### src/logic/address_break_pkg.sv
// Purpose: Shared constants for the address break trigger block.
// Assumes: Register index times four is the AHB byte address.
// Notes:   Offsets are register indices, not byte addresses.
package address_break_pkg;

  // ********************************************************
  // Register indices
  // ********************************************************
  localparam logic [15:0] IDX_BREAK_STATUS   = 16'hfe00;
  localparam logic [15:0] IDX_FLAG_CONTROL   = 16'hfe03;
  localparam logic [15:0] IDX_BREAK_ADDR_HI  = 16'hfe09;
  localparam logic [15:0] IDX_BREAK_ADDR_LO  = 16'hfe0a;
  localparam logic [15:0] IDX_BREAK_CONTROL  = 16'hfe0b;
  localparam logic [15:0] IDX_IRQ_STATUS     = 16'hfe0c;
  localparam logic [15:0] IDX_IRQ_MASK       = 16'hfe0d;

  // ********************************************************
  // Field positions
  // ********************************************************
  localparam int ENABLE_BIT      = 7;
  localparam int ACTIVE_BIT      = 6;
  localparam int WAIT_EXIT_BIT   = 1;
  localparam int CLEAR_EN_BIT    = 7;
  localparam int IRQ_MATCH_BIT   = 0;
  localparam int IRQ_SOFT_BIT    = 1;
  localparam int IRQ_END_BIT     = 2;
  localparam int IRQ_W           = 3;

  // ********************************************************
  // Reset values and vectors
  // ********************************************************
  localparam logic [7:0]  RESET_BYTE     = 8'h00;
  localparam logic [15:0] VECTOR_NORMAL  = 16'hfffc;
  localparam logic [15:0] VECTOR_MONITOR = 16'hfefc;

  // True when a byte address hits the given register index
  function automatic logic reg_hit(input logic [31:0] addr,
                                   input logic [15:0] idx);
    reg_hit = (addr[31:18] == 14'h0000) && (addr[17:2] == idx);
  endfunction

endpackage

### src/logic/address_break_trigger.sv
// Purpose: Address break trigger with AHB-Lite register access.
// Assumes: CPU strobes are single-clock signals on i_mclk.
// Notes:   Reads take one wait state, writes none.
`timescale 1ns/1ns
`default_nettype none
module address_break_trigger #(
  parameter logic [7:0] SOFT_INT_OPCODE = 8'h00
) (
  input  wire logic        i_mclk,
  input  wire logic        i_nrst,
  input  wire logic        i_clk_en,
  input  wire logic        i_hsel,
  input  wire logic [31:0] i_haddr,
  input  wire logic [1:0]  i_htrans,
  input  wire logic        i_hwrite,
  input  wire logic [2:0]  i_hsize,
  input  wire logic [31:0] i_hwdata,
  input  wire logic        i_hready,
  output logic             o_hreadyout,
  output logic             o_hresp,
  output logic [31:0]      o_hrdata,
  input  wire logic [15:0] i_cpu_addr,
  input  wire logic        i_addr_from_pc,
  input  wire logic        i_opcode_fetch,
  input  wire logic        i_return_from_interrupt,
  input  wire logic        i_monitor_mode,
  input  wire logic        i_wait_mode,
  output logic             o_breakpoint_request,
  output logic             o_force_soft_int,
  output logic [7:0]       o_software_interrupt_opcode,
  output logic [15:0]      o_break_vector,
  output logic             o_break_state,
  output logic             o_flag_clear_enable,
  output logic             o_irq
);

  // ********************************************************
  // Bus slave
  // ********************************************************
  logic [31:0]        addr_q;
  logic               wr_pend_q;
  logic               rd_pend_q;
  logic               hreadyout_q;
  logic [31:0]        hrdata_q;
  logic [31:0]        rdata_w;
  logic               take_w;
  logic               wr_w;

  assign take_w = i_hsel && i_htrans[1] && i_hready;
  assign wr_w   = wr_pend_q;

  always_ff @(posedge i_mclk or negedge i_nrst) begin
    if (!i_nrst) begin
      addr_q      <= 32'h00000000;
      wr_pend_q   <= 1'b0;
      rd_pend_q   <= 1'b0;
      hreadyout_q <= 1'b1;
      hrdata_q    <= 32'h00000000;
    end else if (i_clk_en) begin
      wr_pend_q <= take_w && i_hwrite;
      rd_pend_q <= take_w && !i_hwrite;
      if (take_w) begin
        addr_q <= i_haddr;
      end
      // Wait state lets a preceding write land before the read mux
      if (take_w && !i_hwrite) begin
        hreadyout_q <= 1'b0;
      end else if (rd_pend_q) begin
        hreadyout_q <= 1'b1;
        hrdata_q    <= rdata_w;
      end
    end
  end

  assign o_hreadyout = hreadyout_q;
  assign o_hrdata    = hrdata_q;
  assign o_hresp     = 1'b0;

  // ********************************************************
  // Registers
  // ********************************************************
  localparam int IRQ_W = address_break_pkg::IRQ_W;

  logic [7:0]         brk_hi_q;
  logic [7:0]         brk_lo_q;
  logic               enable_q;
  logic               active_q;
  logic               wait_exit_q;
  logic               clear_en_q;
  logic [IRQ_W-1:0]   irq_sts_q;
  logic [IRQ_W-1:0]   irq_mask_q;
  logic               wr_ctl_w;
  logic               sw_break_w;
  logic               match_w;
  logic               break_take_w;
  logic               in_break_q;
  logic               pending_q;
  logic               break_end_w;
  logic [IRQ_W-1:0]   irq_set_w;

  assign wr_ctl_w   = wr_w &&
    address_break_pkg::reg_hit(addr_q, address_break_pkg::IDX_BREAK_CONTROL);
  assign sw_break_w = wr_ctl_w &&
    i_hwdata[address_break_pkg::ACTIVE_BIT];

  always_ff @(posedge i_mclk or negedge i_nrst) begin
    if (!i_nrst) begin
      brk_hi_q <= address_break_pkg::RESET_BYTE;
      brk_lo_q <= address_break_pkg::RESET_BYTE;
    end else if (i_clk_en && wr_w) begin
      if (address_break_pkg::reg_hit(addr_q,
                                     address_break_pkg::IDX_BREAK_ADDR_HI)) begin
        brk_hi_q <= i_hwdata[7:0];
      end
      if (address_break_pkg::reg_hit(addr_q,
                                     address_break_pkg::IDX_BREAK_ADDR_LO)) begin
        brk_lo_q <= i_hwdata[7:0];
      end
    end
  end

  always_ff @(posedge i_mclk or negedge i_nrst) begin
    if (!i_nrst) begin
      enable_q <= 1'b0;
      active_q <= 1'b0;
    end else if (i_clk_en) begin
      if (wr_ctl_w) begin
        enable_q <= i_hwdata[address_break_pkg::ENABLE_BIT];
      end
      // A match in the clearing cycle still sets the flag
      if (match_w || sw_break_w) begin
        active_q <= 1'b1;
      end else if (wr_ctl_w) begin
        active_q <= i_hwdata[address_break_pkg::ACTIVE_BIT];
      end
    end
  end

  always_ff @(posedge i_mclk or negedge i_nrst) begin
    if (!i_nrst) begin
      wait_exit_q <= 1'b0;
      clear_en_q  <= 1'b0;
    end else if (i_clk_en) begin
      if (break_take_w && i_wait_mode) begin
        wait_exit_q <= 1'b1;
      end else if (wr_w && !i_hwdata[address_break_pkg::WAIT_EXIT_BIT] &&
                   address_break_pkg::reg_hit(addr_q,
                     address_break_pkg::IDX_BREAK_STATUS)) begin
        wait_exit_q <= 1'b0;
      end
      if (wr_w && address_break_pkg::reg_hit(addr_q,
                    address_break_pkg::IDX_FLAG_CONTROL)) begin
        clear_en_q <= i_hwdata[address_break_pkg::CLEAR_EN_BIT];
      end
    end
  end

  always_comb begin
    rdata_w = 32'h00000000;
    if (address_break_pkg::reg_hit(addr_q,
          address_break_pkg::IDX_BREAK_ADDR_HI)) begin
      rdata_w[7:0] = brk_hi_q;
    end else if (address_break_pkg::reg_hit(addr_q,
          address_break_pkg::IDX_BREAK_ADDR_LO)) begin
      rdata_w[7:0] = brk_lo_q;
    end else if (address_break_pkg::reg_hit(addr_q,
          address_break_pkg::IDX_BREAK_CONTROL)) begin
      rdata_w[address_break_pkg::ENABLE_BIT] = enable_q;
      rdata_w[address_break_pkg::ACTIVE_BIT] = active_q;
    end else if (address_break_pkg::reg_hit(addr_q,
          address_break_pkg::IDX_BREAK_STATUS)) begin
      rdata_w[address_break_pkg::WAIT_EXIT_BIT] = wait_exit_q;
    end else if (address_break_pkg::reg_hit(addr_q,
          address_break_pkg::IDX_FLAG_CONTROL)) begin
      rdata_w[address_break_pkg::CLEAR_EN_BIT] = clear_en_q;
    end else if (address_break_pkg::reg_hit(addr_q,
          address_break_pkg::IDX_IRQ_STATUS)) begin
      rdata_w[IRQ_W-1:0] = irq_sts_q;
    end else if (address_break_pkg::reg_hit(addr_q,
          address_break_pkg::IDX_IRQ_MASK)) begin
      rdata_w[IRQ_W-1:0] = irq_mask_q;
    end
  end

  // ********************************************************
  // Break sequencing
  // ********************************************************
  break_addr_compare #(
    .ADDR_W            (16)
  ) u_compare (
    .i_cpu_addr        (i_cpu_addr),
    .i_break_addr_high (brk_hi_q),
    .i_break_addr_low  (brk_lo_q),
    .i_enable          (enable_q),
    .i_addr_from_pc    (i_addr_from_pc),
    .o_match           (match_w)
  );

  // Opcode match stops at once; operand or software break waits for
  // the next opcode fetch so the current instruction completes
  assign break_take_w = !in_break_q &&
    ((match_w && i_opcode_fetch) ||
     (pending_q && i_opcode_fetch));
  assign break_end_w  = in_break_q && i_return_from_interrupt;

  logic               break_req_q;
  logic               force_soft_int_q;
  logic [15:0]        vector_q;

  always_ff @(posedge i_mclk or negedge i_nrst) begin
    if (!i_nrst) begin
      pending_q <= 1'b0;
    end else if (i_clk_en) begin
      if (break_take_w) begin
        pending_q <= 1'b0;
      end else if (!in_break_q &&
                   ((match_w && !i_opcode_fetch) || sw_break_w)) begin
        pending_q <= 1'b1;
      end
    end
  end

  always_ff @(posedge i_mclk or negedge i_nrst) begin
    if (!i_nrst) begin
      in_break_q       <= 1'b0;
      break_req_q      <= 1'b0;
      force_soft_int_q <= 1'b0;
      vector_q         <= address_break_pkg::VECTOR_NORMAL;
    end else if (i_clk_en) begin
      break_req_q      <= break_take_w;
      force_soft_int_q <= break_take_w;
      vector_q         <= i_monitor_mode ?
                          address_break_pkg::VECTOR_MONITOR :
                          address_break_pkg::VECTOR_NORMAL;
      if (break_take_w) begin
        in_break_q <= 1'b1;
      end else if (break_end_w) begin
        in_break_q <= 1'b0;
      end
    end
  end

  // ********************************************************
  // Interrupt
  // ********************************************************
  logic               irq_q;

  assign irq_set_w = {break_end_w,
                      break_take_w && !match_w,
                      break_take_w && match_w};

  always_ff @(posedge i_mclk or negedge i_nrst) begin
    if (!i_nrst) begin
      irq_sts_q  <= '0;
      irq_mask_q <= '0;
      irq_q      <= 1'b0;
    end else if (i_clk_en) begin
      // Set beats write-one-to-clear in the same cycle
      if (wr_w && address_break_pkg::reg_hit(addr_q,
                    address_break_pkg::IDX_IRQ_STATUS)) begin
        irq_sts_q <= (irq_sts_q & ~i_hwdata[IRQ_W-1:0]) | irq_set_w;
      end else begin
        irq_sts_q <= irq_sts_q | irq_set_w;
      end
      if (wr_w && address_break_pkg::reg_hit(addr_q,
                    address_break_pkg::IDX_IRQ_MASK)) begin
        irq_mask_q <= i_hwdata[IRQ_W-1:0];
      end
      irq_q <= |(irq_sts_q & irq_mask_q);
    end
  end

  assign o_breakpoint_request        = break_req_q;
  assign o_force_soft_int            = force_soft_int_q;
  assign o_software_interrupt_opcode = SOFT_INT_OPCODE;
  assign o_break_vector              = vector_q;
  assign o_break_state               = in_break_q;
  assign o_flag_clear_enable         = clear_en_q;
  assign o_irq                       = irq_q;
endmodule
`default_nettype wire

### src/logic/break_addr_compare.sv
// Purpose: Sixteen-bit comparator of the program address.
// Assumes: Inputs come from logic on the same clock.
// Notes:   Purely combinational; the caller registers the result.
`timescale 1ns/1ns
`default_nettype none
module break_addr_compare #(
  parameter int ADDR_W = 16
) (
  input  wire logic [ADDR_W-1:0]   i_cpu_addr,
  input  wire logic [ADDR_W/2-1:0] i_break_addr_high,
  input  wire logic [ADDR_W/2-1:0] i_break_addr_low,
  input  wire logic                i_enable,
  input  wire logic                i_addr_from_pc,
  output logic                     o_match
);

  // Data accesses never break: only program counter addresses count
  assign o_match = i_enable && i_addr_from_pc &&
                   (i_cpu_addr == {i_break_addr_high,
                                   i_break_addr_low});

endmodule
`default_nettype wire

### config.mk
export PLATFORM = sky130hd
export DESIGN_NAME = address_break_trigger
export DESIGN_NICKNAME = d
export VERILOG_FILES = /design/src/logic/address_break_pkg.sv /design/src/logic/address_break_trigger.sv /design/src/logic/break_addr_compare.sv
export SDC_FILE = /design/constraint.sdc
export NUM_CORES = 1
export LEC_CHECK = 0
export BUFFER_PORTS_ARGS = -buffer_cell sky130_fd_sc_hd__buf_2
export CAP_MARGIN = 30
export CORE_MARGIN = 1.5
export CORE_UTILIZATION = 30
export DETAILED_ROUTE_END_ITERATION = 8
export REMOVE_ABC_BUFFERS = 1
export SLEW_MARGIN = 10
export SYNTH_ARGS = -nofsm -noshare
export SYNTH_HDL_FRONTEND = slang
export SYNTH_HIERARCHICAL = 1
export SYNTH_SLANG_ARGS = --single-unit
### constraint.sdc
create_clock -name i_mclk -period 5.95 [get_ports i_mclk]
set_input_delay 0.2975 -clock i_mclk [delete_from_list [all_inputs] [get_ports i_mclk]]
set_output_delay 0.2975 -clock i_mclk [all_outputs]
set_load 0.02 [all_outputs]
# Word-level counts from Yosys, hierarchy flattened
# Cells that the tools add are included.
[word_totals]
regBits = 89
latchBits = 0
mem_bits_rw = 0
mem_bits_ro = 0
out_inout_bits = 63
mem_count = 0
[op_classes]
n_addsub = 0
mul = 0
n_div = 0
magnitude_cmp = 0
n_eq_ne = 8
shift = 0
mux = 27
n_bitwise = 6
n_reduce_logical = 57
[op_table]
columns = ["operator", "n"]
rows = [
  ["16-bit == test (second input constant)", 7],
  ["1-bit logical AND", 30],
  ["2-bit AND reduction", 11],
  ["3-bit 2-to-1 mux", 7],
  ["1-bit 2-to-1 mux", 17],
  ["16-bit == test", 1],
  ["14-bit logical NOT", 1],
  ["2-bit nonzero test", 5],
  ["9-bit 2-to-1 mux", 1],
  ["8-bit 2-to-1 mux", 1],
  ["3-bit AND", 2],
  ["3-bit OR", 2],
  ["1-bit logical NOT", 5],
  ["1-bit logical OR", 3],
  ["3-bit inverter", 1],
  ["3-bit AND reduction", 1],
  ["3-bit OR reduction", 1],
  ["2-bit 2-to-1 mux", 1],
  ["1-bit inverter", 1],
]

# Longest topological paths before layout
# Gate-level depths: netlist (run 1).
[logic_depth]
depth_word = 9
ltp_mapped = 8
mapped_depth_nobuf = 8

# Hierarchy
# Netlist (run 1), hierarchy kept.
[by_module_without_submodules]
columns = ["mod", "n_inst", "cells_per_inst", "area_per_inst_um2", "seq_area_each_um2"]
rows = [
  ["address_break_trigger", 1, 313, 3736.1, 1804.2],
  ["break_addr_compare", 1, 22, 183.9, 0.0],
]

# Worst setup path after synthesis (run 1)
# No wires, ideal clock.
[synth_timing]
path_type = "flip-flop to flip-flop"
startpoint = "register brk_lo_q[2]"
endpoint = "register irq_sts_q[0]"
setup_time_ns = 0.067
t_arrival_ns = 1.985
t_required_ns = 5.883
slack_ns = 3.899
path_stages_with_launch = 8
cell_sequence = "dfrtp_1 xnor2_1 nand4_1 or4_1 nor4_2 nor2_1 nor3b_1 a22o_1"
[synth_via]
elab_chain_len = 8
word_cells_on_any_way = 9
classes_between = "eq/ne (1); mux (1); bitwise (2); reduce/logical (5)"
[synth_lines]
columns = ["item", "line", "source"]
rows = [
  ["start: declaration", "address_break_trigger.sv:85", "logic [7:0] brk_lo_q;"],
  ["start signal: assignment", "address_break_trigger.sv:109", "brk_lo_q <= address_break_pkg::RESET_BYTE;"],
  ["start signal: assignment", "address_break_trigger.sv:117", "brk_lo_q <= i_hwdata[7:0];"],
  ["16-bit == test *", "break_addr_compare.sv:19", "(i_cpu_addr == {i_break_addr_high,"],
  ["1-bit logical AND *", "break_addr_compare.sv:18", "assign o_match = i_enable && i_addr_from_pc &&"],
  ["via match_w", "address_break_trigger.sv:94", "logic match_w;"],
  ["1-bit logical AND", "address_break_trigger.sv:202", "((match_w && i_opcode_fetch) ||"],
  ["1-bit logical OR", "address_break_trigger.sv:202", ""],
  ["1-bit logical AND", "address_break_trigger.sv:201", "assign break_take_w = !in_break_q &&"],
  ["1-bit logical AND *", "address_break_trigger.sv:250", "break_take_w && match_w};"],
  ["3-bit OR (on tied branches)", "address_break_trigger.sv:263, address_break_trigger.sv:261", ""],
  ["3-bit 2-to-1 mux *", "address_break_trigger.sv:259", "if (wr_w && address_break_pkg::reg_hit(addr_q,"],
  ["end signal: assignment", "address_break_trigger.sv:261", "irq_sts_q <= (irq_sts_q & ~i_hwdata[IRQ_W-1:0]) | irq_set_w;"],
  ["end signal: assignment", "address_break_trigger.sv:263", "irq_sts_q <= irq_sts_q | irq_set_w;"],
  ["end: declaration", "address_break_trigger.sv:90", "logic [IRQ_W-1:0] irq_sts_q;"],
]
# The timed path passes the listed nets; every way through them passes the cells marked *.
# A chain may end at the register's enable or synchronous reset.

# Final worst setup path (run 1)
[layout_timing]
startpoint = "register brk_lo_q[7]"
endpoint = "register irq_sts_q[0]"
# The elaborated chain is that of the path after synthesis.

==> flow_metrics.py, run 1 <==
metrics = {
    "floorplan": {
        "start_util": 0.309,
        "die_area_um2": 13800,
        "num_io_pins": 159,
        "num_rows": 41,
        "die_y_um": 117,
        "placeableCoreArea_um2": 12700,
        "die_w_um": 117,
    },
    "yosys": {
        "yosysUniqueCellTypes": 57,
        "ys_seq_elements": 72,
        "synth_top_area_frac": 0.447,
        "yosys.area.top_type": "dfrtp_1",
        "syn_area_um2": 3920,
        "yosys_most_used_dff": "dfrtp_1",
        "async_flop_share": 1.00,
        "yosys_warnings": 6,
        "syn_inst": 335,
        "synth_edf_count": 0,
        "avgSynthCellArea_um2": 11.7,
        "synth_area_leaders": "dfrtp_1, mux2_2, buf_4, mux2_4, xnor2_1",
        "seq_area_frac_synth": 0.460,
    },
    "clock_network": {
        "cts_htree_levels": 3,
        "clk_pin_slew_ps": 60,
        "cts_buffer_depth": 2,
        "clock_latency_ps": 340,
        "cts_tree": "done",
        "numCtsBuffers": 9,
        "root_buffer": "clkbuf_16",
        "clkSinkCount": 72,
        "cts_resized": 0,
        "postCtsSetupBuffers": 0,
        "cts_hold_buf": 0,
    },
    "power": {
        "sw_frac_of_total": 0.287,
        "clockPowerShare": 0.384,
        "switchingPower_uw": 393,
        "leakagePower_nw": 2.16,
        "combPwrFrac": 0.161,
        "ir_worst_vdd_mv": 0.155,
        "seqPwrFrac": 0.454,
        "p_per_area_nw_per_um2": 296,
        "p_int_uw": 978,
    },
    "critical_path": {
        "worstSetupEndpointType": "register",
        "arrival_ps": 2830,
        "setup.worst_path.class": "reg -> reg",
        "critPathLaunchType": "register",
        "r2r_cells": 7,
        "cp_max_fo": 6,
        "required_ps": 6230,
    },
    "detailed_routing": {
        "routed_via_density": 4.58,
        "drc": 0,
        "post_drt_wl_per_cell_um": 14.8,
        "met3_length_um": 487,
        "wl_um": 8760,
        "vias": 2712,
        "drtAntennaViolNets": 0,
        "topRoutingLayerUsed": "met5",
        "wl_met1_um": 3910,
        "dr.pass1.iters": 4,
        "drt_iter0_drc": 74,
        "wl_met2_um": 4190,
    },
    "grt": {
        "overflow": 0,
        "grt_antenna_before_repair": 2,
        "grt_pass1_vias": 2686,
        "grt.total_usage": 0.135,
        "grt_max_degree": 73,
        "grt_pass1_wl_um": 14500,
    },
    "min_path": {
        "hp-class": "in -> reg",
        "hold_path_depth": 2,
    },
    "cells_and_area": {
        "syn2layout_area_growth_pct": 18.0,
        "design_area_um2": 4630,
        "finalNonFillerCells": 592,
        "n_fill_cell": 1294,
        "nNetsFinal": 510,
        "final_core_util": 0.365,
        "drive_above_1_share": 0.394,
    },
    "run_status": {
        "status": "complete, no violations",
    },
    "placement": {
        "placed_area_um2": 4300,
        "io_buffer_count": 80,
        "dpl.cell_count": 573,
        "place_hpwl_um": 6420,
        "place_congestion": 0.776,
    },
    "timing": {
        "tns_ps": 0,
        "tightest_slew_ps": 679,
        "period_minus_slack_ps": 2550,
        "fin_crit_sh": 0.429,
        "setup_violations": 0,
        "max_slew_margin": 0.544,
        "whs_ps": 98.1,
        "skew_ps": 9.19,
        "drv_slew": 0,
        "fmax_mhz": 392,
        "hold_viol_final": 0,
        "rsz0062_at_grt": "no",
    },
    "flow_run": {
        "cap_violations": 0,
    },
}
## cell usage in the layout (no fill, tap or decap), drive strengths merged, types with 3 or more instances in the layout
cell / instances
a21o: 3
a21oi: 5
a22o: 4
a22oi: 3
a311oi: 3
and4b: 3
buf: 83
clkbuf: 13
conb: 48
dfrtp: 70
inv: 10
mux2: 53
nand2: 11
nand3: 7
nand3b: 3
nand4: 10
nand4b: 5
nor2: 6
nor2b: 5
nor3: 4
nor3b: 6
nor4: 11
o21ai: 4
o22ai: 4
xnor2: 13
xor2: 3
## flip-flops by register name, summed over array words and instances (netlist names)
register and flops:
active_q 1, addr_q 30, brk_hi_q 8, brk_lo_q 8
enable_q 1, irq_mask_q 3, irq_sts_q 3, o_break_state 1
o_break_vector 1, o_flag_clear_enable 1, o_force_soft_int 1, o_hrdata 8
o_hreadyout 1, o_irq 1, pending_q 1, rd_pend_q 1
wait_exit_q 1, wr_pend_q 1
## cell families (layout without fill, tap and decap cells)
logic type	Yosys count	count (layout)	synth area share
AOI/OAI and AO/OA	38	38	0.0709
xor gates and xnor gates	16	16	0.0357
buffers and inverters	71	109	0.117
DFF	72	72	0.460
muxes	54	54	0.162
other	2	49	0.00192
and+or+nand+nor	82	82	0.152
## area by class of cell
type | count | area (um^2) | area share
multi-input cells | 238 | 1830 | 0.395
well taps | 172 | 215 | 0.0465
repair buffers | 84 | 448 | 0.0968
clock buffers | 13 | 270 | 0.0584
diodes | 1 | 2.50 | 0.000541
clock inverters | 3 | 23.8 | 0.00514
inverters | 9 | 33.8 | 0.00730
flip-flops and latches | 72 | 1800 | 0.390
## cell usage after synthesis, types with 6 or more instances
cell and n:
nand2_1 11, xnor2_1 13, mux2_4 8, nor2_1 6, buf_4 49, nand3_1 6, nand4_1 10, inv_1 9
mux2_2 45, clkbuf_1 10, dfrtp_1 70
## layer usage
| layer | track usage | up-vias |
|---|---|---|
| li1 | - | 1289 |
| met1 | 0.179 | 1315 |
| met2 | 0.205 | 90 |
| met3 | 0.0404 | 16 |
| met4 | 0.0610 | 2 |
| met5 | 0 | - |
## path summary, 6_finish.rpt
path | from | slack [ps] | endpoint
max | brk_lo_q[7]$_DFFE_PN0P_ | 3400 | irq_sts_q[0]$_DFFE_PN0P_
min | i_monitor_mode | 100 | o_break_vector[8]$_DFFE_PN1P_
max reg2reg | brk_lo_q[7]$_DFFE_PN0P_ | 3400 | irq_sts_q[0]$_DFFE_PN0P_
min reg2reg | o_break_vector[8]$_DFFE_PN1P_ | 470 | o_break_vector[8]$_DFFE_PN1P_
max in group asynchronous | i_nrst | 4890 | o_hreadyout$_DFFE_PN1P_
min in group asynchronous | i_nrst | 430 | brk_lo_q[3]$_DFFE_PN0P_
## worst max-delay path: stages, from the launching register on
cell	delay (ps)
dfrtp_1	430
xnor2_1	170
nand4_1	100
or4_1	570
nor4_2	530
nor2_1	160
nor3b_1	330
a22o_1	190
## power groups by stage
stage	sequential (mW)	combinational [mW]	clock (mW)
floorplan	0.624	0.142	0
global placement	0.628	0.218	0
detailed placement	0.633	0.221	0
CTS	0.624	0.222	0.544
global route	0.634	0.244	0.571
finish	0.623	0.221	0.527
## per-stage QoR
stage                     power [mW]  worst slack, ps
after floorplan                0.766             3900
after global placement         0.846             3410
after detailed placement       0.854             3420
after CTS                       1.39             3400
after global routing            1.45             3260
final                           1.37             3400
Power figures use the tool's default switching activity.
==> inputs of run 2 (changes only) <==
==> constraint.sdc (replaced) <==
create_clock -name i_mclk -period 2.42 [get_ports i_mclk]
set_input_delay 0.121 -clock i_mclk [delete_from_list [all_inputs] [get_ports i_mclk]]
set_output_delay 0.121 -clock i_mclk [all_outputs]
set_load 0.02 [all_outputs]
==> run 2 against run 1 <==
Register-to-register slack lost 3200 ps. Combinational power increased to 2.7 times the previous value. Non-clock buffer count grew 10. Critical path depth did not move. Sequential power rose by 140%. Critical path type unchanged. Highest routed layer unchanged.
==> flow_metrics.py, run 2 (same netlist as run 1, synthesis figures left out) <==
metrics = {
    "cells_and_area": {
        "nNetsFinal": 520,
        "n_fill_cell": 1290,
        "syn2layout_area_growth_pct": 20.7,
        "antenna_cells": 0,
        "final_cell_mix": "buf_2, dfrtp_1, conb_1",
        "final_common_cell": "buf_2",
        "largest_register_ffs": 30,
        "drive_above_1_share": 0.407,
        "final_core_util": 0.373,
        "multiInputGateArea_um2": 1830,
        "ff_latch_area_um2": 1800,
        "max_flop_register": "addr_q",
    },
    "clock_network": {
        "clk_pin_slew_ps": 60,
        "clock_latency_ps": 330,
        "cts_buffer_depth": 2,
        "clkSinkCount": 72,
        "numCtsBuffers": 9,
        "root_buffer": "clkbuf_16",
        "cts_htree_levels": 3,
        "cts_tree": "done",
    },
    "timing": {
        "tightest_slew_ps": 918,
        "fin_crit_sh": 0.910,
        "max_slew_margin": 0.386,
        "tns_ps": 0,
        "drv_slew": 0,
        "hold_viol_final": 0,
        "fmax_mhz": 454,
        "rsz0062_at_grt": "no",
        "skew_ps": 5.91,
        "period_minus_slack_ps": 2200,
        "setup_violations": 0,
    },
    "floorplan": {
        "die_y_um": 117,
        "die_w_um": 117,
        "die_area_um2": 13800,
        "num_io_pins": 159,
        "num_rows": 41,
        "start_util": 0.309,
        "placeableCoreArea_um2": 12700,
    },
    "detailed_routing": {
        "vias": 2712,
        "drtAntennaViolNets": 0,
        "dr.pass1.iters": 4,
        "wl_um": 8760,
        "post_drt_wl_per_cell_um": 14.6,
        "routed_via_density": 4.52,
        "drt_iter0_drc": 84,
        "drc": 0,
    },
    "critical_path": {
        "path_cells": "xnor2_1 > nand4_1 > or4_1 > nor4_2 > nor2_1 > nor3b_2 > a22o_1",
        "required_ps": 2690,
        "reg2reg_slack_ps": 220,
        "cp_max_fo": 3,
        "cp_slowest_cell": "or4_1",
        "critPathLaunchType": "register",
        "setup.worst_path.class": "reg -> reg",
        "cpPeakStageDelay_ps": 570,
        "arrival_ps": 2470,
        "worstSetupEndpointType": "register",
    },
    "power": {
        "switchingPower_uw": 962,
        "p_per_area_nw_per_um2": 740,
        "p_int_mw": 2.54,
        "sw_frac_of_total": 0.275,
        "clockPowerShare": 0.400,
        "combPwrFrac": 0.169,
        "ir_worst_vdd_mv": 0.411,
        "seqPwrFrac": 0.432,
        "leakagePower_nw": 2.23,
    },
    "flow_run": {
        "cap_violations": 0,
    },
    "grt": {
        "grt_max_degree": 73,
        "grt_pass1_wl_um": 14500,
        "grt.total_usage": 0.133,
        "grt_antenna_before_repair": 1,
        "grt_pass1_vias": 2811,
        "overflow": 0,
    },
    "placement": {
        "place_congestion": 0.798,
        "io_buffer_count": 80,
        "place_hpwl_um": 6580,
    },
    "run_status": {
        "status": "complete, no violations",
    },
    "min_path": {
        "hp-class": "in -> reg",
    },
}
-- run 2: final timing paths --
check | start | end | cells past startpoint
max in group asynchronous | i_nrst | o_break_vector[8]$_DFFE_PN1P_ | 3
min in group asynchronous | i_nrst | brk_hi_q[3]$_DFFE_PN0P_ | 2
worst min-delay path | i_haddr[26] | addr_q[26]$_DFFE_PN0P_ | 2
worst max-delay path | brk_lo_q[7]$_DFFE_PN0P_ | irq_sts_q[0]$_DFFE_PN0P_ | 7
worst max register to register | brk_lo_q[7]$_DFFE_PN0P_ | irq_sts_q[0]$_DFFE_PN0P_ | 7
worst min register to register | o_break_vector[8]$_DFFE_PN1P_ | o_break_vector[8]$_DFFE_PN1P_ | 2
-- run 2: per-stage QoR --
step | power [mW] | hold WS [ps] | std cells | cell area [um^2] | worst slack [ps]
2_1_floorplan | 1.88 | -175 | 319 | 3670 | 369
3_3_place_gp | 2.10 | 267 | 582 | 4370 | 149
3_5_place_dp | 2.12 | 269 | 582 | 4370 | 121
4_1_cts | 3.55 | 11.5 | 599 | 4700 | 87.5
5_1_grt | 3.69 | 12.6 | 600 | 4730 | 109
6_report | 3.50 | 21.3 | 600 | 4730 | 218
-- run 2: final cells by class --
class / count / area share
clock buffers: 10 / 0.0484
clock inverters: 5 / 0.0175
inverters: 9 / 0.00714
multi-input cells: 238 / 0.388
flip-flops and latches: 72 / 0.381
well taps: 172 / 0.0455
repair buffers: 94 / 0.113
-- run 2: routing by layer --
metal | routed length, um | share of wire | track usage
met1 | 3970 | 0.45 | 0.166
met2 | 4150 | 0.47 | 0.217
met3 | 438 | 0.050 | 0.0360
met4 | 177 | 0.020 | 0.0525
met5 | 16 | 0.0018 | 0
-- run 2: power groups by stage --
stage	Sequential [mW]	Clock [mW]	Combinational, mW
after floorplan	1.54	0	0.349
after global placement	1.53	0	0.570
after detailed placement	1.54	0	0.584
after CTS	1.51	1.44	0.589
after global routing	1.54	1.50	0.649
final	1.51	1.40	0.590
-- run 2: what timing repair did --
item                                    CTS  global route
gates resized for setup                   0             1
hold buffers                              2             0
setup buffers                             0             0
endpoints found under the hold margin    71             0
endpoints found under the setup margin    0             1
-- run 2: critical path: cells and delay by family (launching register included) --
family	cells	cell delay, ps
AO/OA/AOI/OAI	1	180
XOR/XNOR	1	170
AND/OR/NAND/NOR	5	1380
flip-flops	1	420
==> inputs of run 3 (changes only) <==
--- a/config.mk
+++ b/config.mk
@@ -5,6 +5,7 @@
 export SDC_FILE = /design/constraint.sdc
 export NUM_CORES = 1
 export LEC_CHECK = 0
+export ABC_AREA = 1
 export BUFFER_PORTS_ARGS = -buffer_cell sky130_fd_sc_hd__buf_2
 export CAP_MARGIN = 30
 export CORE_MARGIN = 1.5
==> run 3 against run 2 <==
Sequential share of layout area is 0.20 points lower. Flip-flop and latch count stayed put. Total power is 2.3% lower. Non-clock buffer count shrank 8.
==> flow_metrics.py, run 3 <==
metrics = {
    "clock_network": {
        "postCtsSetupBuffers": 0,
        "clock_latency_ps": 340,
        "clkSinkCount": 72,
        "cts_buffer_depth": 2,
        "clk_pin_slew_ps": 60,
        "root_buffer": "clkbuf_16",
        "numCtsBuffers": 9,
        "cts_tree": "done",
        "cts_htree_levels": 3,
    },
    "grt": {
        "grt_max_degree": 44,
        "grt_pass1_vias": 3033,
        "grt.total_usage": 0.130,
        "overflow": 0,
        "grt_antenna_before_repair": 1,
        "grt_pass1_wl_um": 14600,
    },
    "power": {
        "switchingPower_uw": 891,
        "p_int_mw": 2.53,
        "combPwrFrac": 0.133,
        "ir_worst_vdd_mv": 0.392,
        "p_per_area_nw_per_um2": 719,
        "clockPowerShare": 0.454,
        "finalPower_mw": 3.42,
        "leakagePower_nw": 2.51,
        "seqPwrFrac": 0.412,
        "sw_frac_of_total": 0.260,
    },
    "yosys": {
        "synth_top_area_frac": 0.438,
        "synth_most_common_cell": "nand2_1",
        "synth.cells.most_frequent": "nand2_1, dfrtp_1, buf_4, nor2_1, inv_1",
        "avgSynthCellArea_um2": 8.14,
        "async_flop_share": 1.00,
        "yosys_warnings": 6,
        "syn_inst": 491,
        "yosys.area.top_type": "dfrtp_1",
        "synth_edf_count": 0,
        "synth_area_leaders": "dfrtp_1, nand2_1, buf_4, nor2_1, inv_1",
        "yosysUniqueCellTypes": 34,
        "syn_area_um2": 4000,
        "seq_area_frac_synth": 0.451,
        "yosys_most_used_dff": "dfrtp_1",
        "ys_seq_elements": 72,
    },
    "floorplan": {
        "start_util": 0.312,
        "die_w_um": 118,
        "placeableCoreArea_um2": 12800,
        "die_y_um": 118,
        "die_area_um2": 14000,
        "num_rows": 41,
        "num_io_pins": 159,
    },
    "critical_path": {
        "required_ps": 2630,
        "crit_buf_inv": 1,
        "critPathLaunchType": "register",
        "arrival_ps": 2150,
        "cpPeakStageDelay_ps": 410,
        "setup.worst_path.class": "reg -> reg",
        "worstSetupEndpointType": "register",
        "cp_slowest_cell": "and2_1",
        "crit_family": "simple AND/OR/NAND/NOR gates",
        "path_cells": "inv_1 > nand2_1 > nor2_1 > nand2_1 > nor2_1 > and2_1 > nand2_4 > nand2_1 > o21ai_2",
        "cp_max_fo": 16,
        "path_common_cell": "nand2_1",
    },
    "cells_and_area": {
        "drive_above_1_share": 0.266,
        "final_cell_mix": "nand2_1, buf_2, dfrtp_1",
        "final_common_cell": "nand2_1",
        "ff_latch_area_um2": 1800,
        "syn2layout_area_growth_pct": 19.0,
        "max_flop_register": "addr_q",
        "nNetsFinal": 670,
        "n_fill_cell": 1345,
        "final_core_util": 0.371,
        "multiInputGateArea_um2": 1710,
        "design_area_um2": 4760,
        "largest_register_ffs": 30,
    },
    "timing": {
        "rsz0062_at_grt": "no",
        "period_minus_slack_ps": 1940,
        "hold_viol_final": 0,
        "tightest_slew_ps": 725,
        "setup_violations": 0,
        "max_slew_margin": 0.516,
        "drv_slew": 0,
        "fin_crit_sh": 0.801,
        "tns_ps": 0,
        "fmax_mhz": 516,
        "skew_ps": 11.0,
    },
    "detailed_routing": {
        "drt_iter0_drc": 146,
        "routed_via_density": 4.19,
        "drc": 0,
        "drtAntennaViolNets": 0,
        "dr.pass1.iters": 4,
        "post_drt_wl_per_cell_um": 11.5,
        "vias": 3150,
        "wl_um": 8660,
    },
    "flow_run": {
        "cap_violations": 0,
    },
    "min_path": {
        "hp-class": "in -> reg",
    },
    "placement": {
        "place_hpwl_um": 6700,
        "place_congestion": 0.791,
        "io_buffer_count": 80,
        "placed_area_um2": 4380,
    },
    "run_status": {
        "status": "complete, no violations",
    },
}
-- run 3: changes by cell type in the layout (fill, tap and decap cells not counted), moves of 6 or more --
cell	change
mux2_4	-8
o21ai_0	+7
nand3_1	+17
buf_4	-9
nor2_1	+44
inv_2	+6
xnor2_1	-9
nand2_2	+7
inv_1	+40
a21oi_1	+18
nand2_1	+116
mux2_2	-32
o21ai_2	+16
nand4_1	-6
-- run 3: power groups by stage --
stage                     Clock, mW  Combinational, mW  Sequential, mW
after detailed placement          0              0.461            1.44
final                          1.55              0.457            1.41
after global placement            0              0.449            1.43
after CTS                      1.59              0.465            1.41
after global routing           1.65              0.522            1.43
after floorplan                   0              0.280            1.45
-- run 3: path summary, 6_finish.rpt --
check / from / to / slack, ps / cells after the start
worst max-delay path: addr_q[10]$_DFFE_PN0P_ / brk_lo_q[7]$_DFFE_PN0P_ / 480 / 9
worst min-delay path: i_wait_mode / wait_exit_q$_DFFE_PN0P_ / 10 / 3
worst max register to register: addr_q[10]$_DFFE_PN0P_ / brk_lo_q[7]$_DFFE_PN0P_ / 480 / 9
worst min register to register: o_hrdata[0]$_DFFE_PN0P_ / o_hrdata[0]$_DFFE_PN0P_ / 480 / 2
max in group asynchronous: i_nrst / addr_q[14]$_DFFE_PN0P_ / 1360 / 3
min in group asynchronous: i_nrst / brk_lo_q[5]$_DFFE_PN0P_ / 390 / 2
-- run 3: cells by family after synthesis --
group | share of synthesized area
compound gates | 0.0873
xor+xnor | 0.0131
buf+inv | 0.164
flops | 0.451
mux | 0.0366
other cells | 0.00188
simple gates | 0.246
-- run 3: worst register-to-register path: stages, from the launching register on --
cell	delay, ps
dfrtp_1	360
inv_1	70
nand2_1	50
nor2_1	80
nand2_1	260
nor2_1	170
and2_1	410
nand2_4	250
nand2_1	140
o21ai_2	50
-- run 3: per-stage QoR --
| stage | hold WS, ps | instances | worst slack, ps |
|---|---|---|---|
| floorplan | -175 | 477 | 745 |
| global placement | 217 | 733 | 483 |
| detailed placement | 230 | 733 | 473 |
| CTS | 1.69 | 751 | 459 |
| global route | 14.4 | 751 | 313 |
| finish | 12.0 | 752 | 482 |
-- run 3: routing by layer --
layer  track usage  part of all wire  wire length, um  vias up
met5             0                 0                0        -
met3        0.0376             0.075              653        6
met4        0.0339            0.0096               83        0
met1         0.170              0.47             4040     1422
li1              -                 -                -     1603
met2         0.211              0.45             3880      119
-- run 3: repair_timing --
item	4_1_cts	5_1_grt
endpoints found under the hold margin	28	0
hold buffers	2	0
resized for setup	0	0
-- run 3: cell type report --
| type | instances | area share |
|---|---|---|
| antenna | 1 | 0.000526 |
| clock inverter | 7 | 0.0266 |
| inverter | 56 | 0.0442 |
| multi-input combinational | 349 | 0.360 |
| timing repair buffer | 86 | 0.0973 |
| clock buffer | 9 | 0.0473 |
| tap | 172 | 0.0452 |
| sequential | 72 | 0.379 |
